File: config.mk
export PLATFORM = sky130hd
export DESIGN_NAME = agtm_core
export DESIGN_NICKNAME = d
export VERILOG_FILES = /design/src/design/agtm_pkg.sv /design/src/design/agtm_addr_unit.sv /design/src/design/agtm_core.sv
export SDC_FILE = /design/constraint.sdc
export NUM_CORES = 2
export LEC_CHECK = 0
export ABC_AREA = 1
export BUFFER_PORTS_ARGS = -buffer_cell sky130_fd_sc_hd__buf_2
export CORE_MARGIN = 2
export CORE_UTILIZATION = 50
export DETAILED_ROUTE_END_ITERATION = 8
export GPL_TIMING_DRIVEN = 1
export PLACE_DENSITY = 0.69
export RECOVER_POWER = 100
export SLEW_MARGIN = 20
export SYNTH_ARGS = -nofsm -noshare
export SYNTH_HDL_FRONTEND = slang
export SYNTH_SLANG_ARGS = --single-unit
File: constraint.sdc
create_clock -name clk_in -period 7 [get_ports clk_in]
set_input_delay 1.4 -clock clk_in [delete_from_list [all_inputs] [get_ports clk_in]]
set_output_delay 1.4 -clock clk_in [all_outputs]
set_load 0.01 [all_outputs]
File: src/design/agtm_pkg.sv
// =====================================================================
// Shared types and constants for the address generator
package agtm_pkg;

  // Widths of addresses, data registers and memory words
  localparam int AW = 32;
  localparam int DW = 40;
  localparam int MW = 48;
  localparam int NREG = 8;

  // Normal-word address window and memory block field inside it
  localparam logic [31:0] NW_BASE = 32'h0009_0000;
  localparam logic [31:0] NW_TOP  = 32'h0009_ffff;
  localparam int          BLK_LSB = 14;
  localparam int          BLK_W   = 2;
  localparam int          NBLK    = 4;

  // Reset values
  localparam logic [31:0] IDX_RST = 32'h0000_0000;
  localparam logic [31:0] STP_RST = 32'h0000_0000;

  // Cycles from command to bus strobe, and from strobe to load result
  localparam int CMD_TO_BUS = 1;
  localparam int BUS_TO_LOAD = 2;

  // Per-unit operation
  typedef enum logic [3:0] {
    UOP_NONE   = 4'h1,
    UOP_XFER   = 4'h2,
    UOP_MODIFY = 4'h4,
    UOP_MIRROR = 4'h8
  } agtm_uop_t;

  // Immediate offset size
  typedef enum logic [2:0] {
    IMM_32 = 3'h1,
    IMM_7  = 3'h2,
    IMM_6  = 3'h4
  } agtm_imm_t;

  // Store data source
  typedef enum logic [4:0] {
    SRC_DATA  = 5'h01,
    SRC_UREG  = 5'h02,
    SRC_XCHG  = 5'h04,
    SRC_IMM32 = 5'h08,
    SRC_IMM16 = 5'h10
  } agtm_src_t;

  // Memory access width
  typedef enum logic [3:0] {
    WID_32   = 4'h1,
    WID_40   = 4'h2,
    WID_48   = 4'h4,
    WID_LONG = 4'h8
  } agtm_wid_t;

  typedef struct packed {
    agtm_uop_t   uop;
    logic        pre;
    logic        use_imm;
    agtm_imm_t   imm_sel;
    logic [2:0]  idx;
    logic [2:0]  stp;
    logic [2:0]  dst;
    logic [31:0] imm;
  } agtm_ureq_t;

  typedef struct packed {
    logic        write;
    agtm_src_t   src;
    logic [47:0] data;
  } agtm_side_t;

  typedef struct packed {
    logic        valid;
    logic        long_word_force;
    agtm_ureq_t  u1;
    agtm_ureq_t  u2;
    agtm_side_t  dm;
    agtm_side_t  pm;
  } agtm_cmd_t;

  typedef struct packed {
    logic        valid;
    logic        unit;
    logic        step;
    logic [2:0]  sel;
    logic [31:0] data;
  } agtm_regwr_t;

  typedef struct packed {
    logic        rd;
    logic        wr;
    logic [31:0] addr;
    logic [47:0] wdata;
    agtm_wid_t   width;
  } agtm_bus_t;

  // Sign-extend an immediate offset of the selected size
  function automatic logic [31:0] agtm_sext(input logic [31:0] v, input agtm_imm_t s);
    case (s)
      IMM_6:   agtm_sext = {{26{v[5]}}, v[5:0]};
      IMM_7:   agtm_sext = {{25{v[6]}}, v[6:0]};
      default: agtm_sext = v;
    endcase
  endfunction

  // Reverse all bits of an address
  function automatic logic [31:0] agtm_mirror(input logic [31:0] v);
    for (int i = 0; i < AW; i++) begin
      agtm_mirror[i] = v[AW-1-i];
    end
  endfunction

endpackage

File: src/design/agtm_addr_unit.sv
`timescale 1ns/1ps
// =====================================================================
// One address unit: eight index pointers and eight step registers
module agtm_addr_unit import agtm_pkg::*; (
  input  wire logic        clk_in,
  input  wire logic        rst_in,
  input  wire agtm_ureq_t  req_in,
  input  wire logic        wr_en_in,
  input  wire logic        wr_step_in,
  input  wire logic [2:0]  wr_sel_in,
  input  wire logic [31:0] wr_data_in,
  output logic [31:0]      addr_out
);

  logic [31:0] idx_q [NREG];
  logic [31:0] stp_q [NREG];

  // Offset selection and adder
  wire [31:0] cur_idx  = idx_q[req_in.idx];
  wire [31:0] offset   = req_in.use_imm ? agtm_sext(req_in.imm, req_in.imm_sel)
                                        : stp_q[req_in.stp];
  wire [31:0] sum      = cur_idx + offset;
  wire        upd_post = (req_in.uop == UOP_XFER) && !req_in.pre;
  wire        upd_mod  = (req_in.uop == UOP_MODIFY);
  wire        upd_rev  = (req_in.uop == UOP_MIRROR);

  // Pre-modify shows the sum, post-modify the pointer as it stands
  assign addr_out = req_in.pre ? sum : cur_idx;

  // Register writes first, so an update in the same cycle takes over
  always_ff @(posedge clk_in) begin
    if (rst_in) begin
      for (int i = 0; i < NREG; i++) begin
        idx_q[i] <= IDX_RST;
        stp_q[i] <= STP_RST;
      end
    end else begin
      if (wr_en_in && wr_step_in) begin
        stp_q[wr_sel_in] <= wr_data_in;
      end
      if (wr_en_in && !wr_step_in) begin
        idx_q[wr_sel_in] <= wr_data_in;
      end
      if (upd_post) begin
        idx_q[req_in.idx] <= sum;
      end
      if (upd_mod) begin
        idx_q[req_in.dst] <= sum;
      end
      if (upd_rev) begin
        idx_q[req_in.dst] <= agtm_mirror(sum);
      end
    end
  end

  wire no_iwr = !(wr_en_in && !wr_step_in);
endmodule

File: src/design/agtm_core.sv
`timescale 1ns/1ps
module agtm_core import agtm_pkg::*; (
  input  wire logic              clk_in,
  input  wire logic              rst_in,
  input  wire agtm_cmd_t         cmd_in,
  input  wire agtm_regwr_t       reg_wr_in,
  input  wire logic [NBLK-1:0]   block_width_select_in,
  input  wire logic              second_element_enable_in,
  input  wire logic              fetch_req_in,
  input  wire logic [31:0]       fetch_addr_in,
  input  wire logic [47:0]       dm_rdata_in,
  input  wire logic [47:0]       pm_rdata_in,
  output agtm_bus_t              dm_bus_out,
  output agtm_bus_t              pm_bus_out,
  output logic                   fetch_grant_out,
  output logic                   dm_load_valid_out,
  output logic [47:0]            dm_load_data_out,
  output logic                   pm_load_valid_out,
  output logic [47:0]            pm_load_data_out,
  output logic                   pm_load_fetch_out
);

  // =====================================================================
  // Helpers

  // Width of one access: forcing wins inside the normal-word window only
  function automatic agtm_wid_t pick_width(input logic [31:0] a, input logic lw,
                                           input agtm_src_t s, input logic [NBLK-1:0] bws);
    logic nw;
    logic [BLK_W-1:0] blk;
    nw  = (a >= NW_BASE) && (a <= NW_TOP);
    blk = a[BLK_LSB +: BLK_W];
    if (nw && lw) pick_width = WID_LONG;
    else if (s == SRC_XCHG) pick_width = WID_48;
    else if (nw && bws[blk] && s == SRC_DATA) pick_width = WID_40;
    else pick_width = WID_32;
  endfunction

  // Place register-side data into a memory word
  function automatic logic [47:0] pack_data(input logic [47:0] d, input agtm_src_t s,
                                            input agtm_wid_t w);
    case (w)
      WID_40:  pack_data = {d[39:0], 8'h00};
      WID_48:  pack_data = d;
      default: pack_data = (s == SRC_IMM16) ? {32'h0000_0000, d[15:0]}
                                            : {16'h0000, d[31:0]};
    endcase
  endfunction

  // Take a memory word back to the register side
  function automatic logic [47:0] unpack_data(input logic [47:0] d, input agtm_wid_t w);
    case (w)
      WID_40:  unpack_data = {8'h00, d[47:8]};
      WID_48:  unpack_data = d;
      default: unpack_data = {16'h0000, d[31:0]};
    endcase
  endfunction

  // =====================================================================
  // Address units and write steering

  wire [31:0] u1_addr;
  wire [31:0] u2_addr;
  wire        cmd_ok  = cmd_in.valid;
  wire        wr_u1   = reg_wr_in.valid && !reg_wr_in.unit;
  wire        wr_u2   = reg_wr_in.valid && reg_wr_in.unit;

  // Operations only reach a unit while the command is valid
  agtm_ureq_t u1_req;
  agtm_ureq_t u2_req;
  always_comb begin
    u1_req = cmd_in.u1;
    u2_req = cmd_in.u2;
    if (!cmd_ok) begin
      u1_req.uop = UOP_NONE;
      u2_req.uop = UOP_NONE;
    end
  end

  agtm_addr_unit u_first (
    .clk_in     (clk_in),
    .rst_in     (rst_in),
    .req_in     (u1_req),
    .wr_en_in   (wr_u1),
    .wr_step_in (reg_wr_in.step),
    .wr_sel_in  (reg_wr_in.sel),
    .wr_data_in (reg_wr_in.data),
    .addr_out   (u1_addr)
  );

  agtm_addr_unit u_second (
    .clk_in     (clk_in),
    .rst_in     (rst_in),
    .req_in     (u2_req),
    .wr_en_in   (wr_u2),
    .wr_step_in (reg_wr_in.step),
    .wr_sel_in  (reg_wr_in.sel),
    .wr_data_in (reg_wr_in.data),
    .addr_out   (u2_addr)
  );

  // =====================================================================
  // Bus decode

  // First unit always owns the data bus, second the program bus ahead of fetch, so a dual move fits one cycle
  wire        dm_go   = (u1_req.uop == UOP_XFER);
  wire        pm_go   = (u2_req.uop == UOP_XFER);
  wire        fet_go  = fetch_req_in && !pm_go;
  wire agtm_wid_t dm_w = pick_width(u1_addr, cmd_in.long_word_force, cmd_in.dm.src,
                                    block_width_select_in);
  wire agtm_wid_t pm_w = pick_width(u2_addr, cmd_in.long_word_force, cmd_in.pm.src,
                                    block_width_select_in);

  // The enable of the second element has no say in the width; it is kept for
  // callers that mirror it, and forcing overrides it by construction
  wire unused_pe = second_element_enable_in;

  // =====================================================================
  // Bus outputs, one cycle after the command
  agtm_bus_t dm_d;
  agtm_bus_t pm_d;
  always_comb begin
    dm_d.rd    = dm_go && !cmd_in.dm.write;
    dm_d.wr    = dm_go && cmd_in.dm.write;
    dm_d.addr  = dm_go ? u1_addr : 32'h0000_0000;
    dm_d.width = dm_go ? dm_w : WID_32;
    dm_d.wdata = dm_d.wr ? pack_data(cmd_in.dm.data, cmd_in.dm.src, dm_w) : 48'h0;
    pm_d.rd    = (pm_go && !cmd_in.pm.write) || fet_go;
    pm_d.wr    = pm_go && cmd_in.pm.write;
    pm_d.addr  = pm_go ? u2_addr : (fet_go ? fetch_addr_in : 32'h0000_0000);
    pm_d.width = pm_go ? pm_w : WID_48;
    pm_d.wdata = pm_d.wr ? pack_data(cmd_in.pm.data, cmd_in.pm.src, pm_w) : 48'h0;
  end

  // Registered bus strobes; the load stage remembers width and fetch tag
  always_ff @(posedge clk_in) begin
    if (rst_in) begin
      dm_bus_out      <= '{rd: 1'b0, wr: 1'b0, addr: 32'h0, wdata: 48'h0, width: WID_32};
      pm_bus_out      <= '{rd: 1'b0, wr: 1'b0, addr: 32'h0, wdata: 48'h0, width: WID_48};
      fetch_grant_out <= 1'b0;
    end else begin
      dm_bus_out      <= dm_d;
      pm_bus_out      <= pm_d;
      fetch_grant_out <= fet_go;
    end
  end

  // =====================================================================
  // Load return: memory answers the cycle after the strobe, so the strobe,
  // its width and fetch tag wait one stage; taking read data any earlier
  // would latch a stale word
  logic      dm_rd_q;
  logic      pm_rd_q;
  logic      fetch_q;
  agtm_wid_t dm_wid_q;
  agtm_wid_t pm_wid_q;
  always_ff @(posedge clk_in) begin
    if (rst_in) begin
      dm_rd_q  <= 1'b0;
      pm_rd_q  <= 1'b0;
      fetch_q  <= 1'b0;
      dm_wid_q <= WID_32;
      pm_wid_q <= WID_48;
    end else begin
      dm_rd_q  <= dm_bus_out.rd;
      pm_rd_q  <= pm_bus_out.rd;
      fetch_q  <= fetch_grant_out;
      dm_wid_q <= dm_bus_out.width;
      pm_wid_q <= pm_bus_out.width;
    end
  end

  // Read data is taken in the cycle in which memory drives it
  always_ff @(posedge clk_in) begin
    if (rst_in) begin
      dm_load_valid_out <= 1'b0;
      dm_load_data_out  <= 48'h0;
      pm_load_valid_out <= 1'b0;
      pm_load_data_out  <= 48'h0;
      pm_load_fetch_out <= 1'b0;
    end else begin
      dm_load_valid_out <= dm_rd_q;
      dm_load_data_out  <= dm_rd_q ? unpack_data(dm_rdata_in, dm_wid_q) : 48'h0;
      pm_load_valid_out <= pm_rd_q;
      pm_load_data_out  <= pm_rd_q ? unpack_data(pm_rdata_in, pm_wid_q) : 48'h0;
      pm_load_fetch_out <= fetch_q;
    end
  end
endmodule

==> results.md <==
- Final Hold Viols: 0
- DRC viols: 0
- Port-buffer cells: 654
- Worst path slowest cell: clkbuf_1
- Post-CTS Hold Fix Bufs: 0
- H-tree Lvls: 4
- Final hold slack: 0.3973 ns
- Worst reg2reg path startpoint: u_first.stp_q[6][0]
- DR vias/cell: 5.950
- WS Path Type: input pin to register
- First-pass GRT wire length: 353500 um
- Max_cap viols: 25
- DIE AREA: 0.1364 mm^2
- Yosys warnings: 0
- Worst EP arrival: 6.98 ns
- Setup Buffers After CTS: 0
- WP data required: 7.50 ns
- Mean Syn Cell Area: 8.484 um^2
- Initial antenna violation count: 31
- Fin util: 0.5690
- Pwr dens: 262.4 mW/mm^2
- Post-synth ARST share: 0
- Nets: 8710
- Worst-Skew Late Latency: 0.80 ns
- Sw Pwr: 6.007 mW
- Hold Crit Depth: 2
- Setup ws final: 0.5124 ns
- Crit path cell chain: clkbuf_1 -> clkbuf_1 -> nor2_1 -> a31oi_1 -> o21ai_0 -> inv_1 -> nor2_1 -> nand2_2 -> clkbuf_1 -> buf_4 -> o21ai_0
- Endpoint class of the critical path: register
- Slew headroom: -0.8570
- Hold path endpoint: pm_load_fetch_out
- Crit-path most repeated cell: clkbuf_1
- Outcome: complete, but fails checks
- Worst VDD drop: 0.2570 mV
- CTS tree: done
- Layout cells sized above 1: 0.1137
- RD Place Congestion: 0.9641
- Final cell count without fillers: 10150
- Leading cell types in the layout, fill and taps excluded: nand2_1 (1461), nor2_1 (1230), edfxtp_1 (1024)
- Comb power frac: 0.179
- CTS resizes: 0
- Ports: 656
- Initial DRC count: 8306
- P_int: 13.84 mW
- # rows: 134
- Sequential power share: 0.441
- Post-Syn Area: 0.06673 mm^2
- Max Slew Vio Count: 800
- Fill cells: 11920
- Routed Antenna Nets: 0
- Drt total wl: 244200 um
- Most used DFF post-synth: edfxtp_1
- Number of flops mapped to enable cells by yosys: 1024
- Clock group share of total power: 0.380
- Worst r2r path cells: 24
- Skew final: 0.03298 ns
- Grt ovf: 0
- Detailed placement HPWL: 160300 um
- Starting Density: 0.5019
- CTS buffer count: 143
- Pwr Total: 19.85 mW
- Final period util: 0.9268
- Multi-input gate area: 0.02602 mm^2
- Buffer and inverter count on the worst path: 5
- Top post-synthesis cells by area: edfxtp_1 (46%), dfxtp_1 (8.5%), nand2_1 (8.3%)
- Die height: 369.3 um
- Core ar.: 0.1330 mm^2
- Register bit total from synthesis: 1307
- Most common cell after layout, fill and taps aside: nand2_1
- Clock Sinks: 1307
- Syn Nets: 8313
- CP Launch Type: input pin
- Failing checks: capacitance limit, slew limit
- Design area: 0.07565 mm^2
- Initial DRT Pass Iterations: 9
- Die W: 369.3 um
- RR Endpoint: dm_bus_out[31]
- Highest clock rate: 154.1 MHz
- Clock-pin slew on the worst setup and hold paths: 0.06 ns
- Largest net degree at the start of global routing: 104
- DP Worst Slack: 0.5198 ns
- Tot GR Track Use: 0.3464
- CTS Root Buffer Type: clkbuf_16
- Switch share: 0.3027
- Static leakage: 30.36 nW
- Placed cell area: 0.07162 mm^2
- DR vias: 60400
- Seq/Total Area, Yosys: 0.5457
- Area grow syn2layout: 13.37%
- Synth top area share: 0.4608
- Setup TNS: 0 ns
- Setup violations, final: 0
- Vias in the first global route: 55860
- Post-synth cell types: 59
- CTS max path bufs: 3
- Crit-path leading delay family: buffers and inverters
- Gate Count Post-Synth: 7865
- Critical Path Max Stage Delay: 1.97 ns
- Final Critical Period: 6.488 ns
- Worst reg2reg setup slack: 2.10 ns
- RSZ-0062 raised after global routing: no
- Least-Margin Pin Slew: 2.786 ns
- Hold Path Class: register to register
- Placed cells: 9885
- Min-Delay Startpoint: fetch_q
- Routed WL per cell: 24.05 um
- CP max FO: 37
- Dominant cell type by area after synthesis: edfxtp_1
- Sequential standard cell area: 0.03641 mm^2
-- tightest hold or removal path, stage by stage, from the launching register on --
cell,delay (ns)
dfxtp_1,0.29
inv_1,0.04
nor2_1,0.03
-- per-layer routing --
| layer | wire (um) | track usage | vias to the layer above |
|---|---|---|---|
| li1 | - | - | 27590 |
| met1 | 92700 | 0.4612 | 28300 |
| met2 | 109300 | 0.5376 | 3918 |
| met3 | 31510 | 0.08617 | 555 |
| met4 | 10510 | 0.1489 | 30 |
| met5 | 198 | 0 | - |
-- flip-flops by register name, indices dropped and copies added, names as in the netlist --
register           flops
fetch_grant_out        1
u_first.stp_q        256
dm_wid_q               4
dm_load_data_out      48
pm_bus_out            86
fetch_q                1
pm_wid_q               4
u_second.idx_q       256
dm_load_valid_out      1
pm_rd_q                1
u_second.stp_q       256
dm_bus_out            86
pm_load_fetch_out      1
u_first.idx_q        256
pm_load_data_out      48
pm_load_valid_out      1
dm_rd_q                1
-- cell type report --
| cell class | instances | area share |
|---|---|---|
| Multi-Input combinational cell | 5461 | 0.3440 |
| Inverter | 488 | 0.02431 |
| Tap cell | 1768 | 0.02924 |
| Sequential cell | 1307 | 0.4814 |
| Clock buffer | 186 | 0.05122 |
| Timing Repair Buffer | 861 | 0.05974 |
| Antenna cell | 7 | 0.0002316 |
| Clock inverter | 73 | 0.009874 |
-- Yosys cell counts (all sizes together), types with 23 or more instances --
cell	count
nor2	1312
o22ai	94
a221oi	23
a31oi	38
nor3	26
o221ai	27
nand3	726
nand4	68
edfxtp	1024
clkbuf	437
a21oi	321
inv	481
ha	62
a22oi	51
nand2	1516
dfxtp	283
o31ai	32
o21ai	1039
buf	170
-- power groups by stage --
stage / Combinational, mW / Clock, mW / Sequential (mW)
global placement: 3.45 / 0 / 8.90
detailed placement: 3.48 / 0 / 8.91
CTS: 3.50 / 7.55 / 8.75
finish: 3.56 / 7.54 / 8.75
global route: 3.81 / 7.85 / 8.78
floorplan: 1.99 / 0 / 8.90
-- worst max-delay path by stage --
stage,slack [ns],end,from,depth (start not counted)
finish,0.51,u_first.idx_q[0][10],rst_in,11
global route,0.35,u_second.stp_q[7][19],rst_in,9
CTS,1.35,pm_bus_out[39],cmd_in[149],26
detailed placement,0.52,pm_bus_out[39],cmd_in[149],26
global placement,0.53,pm_bus_out[39],cmd_in[149],26
floorplan,1.64,pm_bus_out[26],cmd_in[146],31
-- cells by family after synthesis --
logic type      share of synthesized area
xor+xnor                         0.003281
compound gates                     0.1386
flops                              0.5457
fa+ha+maj                         0.01223
simple gates                       0.2353
buf+inv                           0.06490
Power figures use the tool's default switching activity.
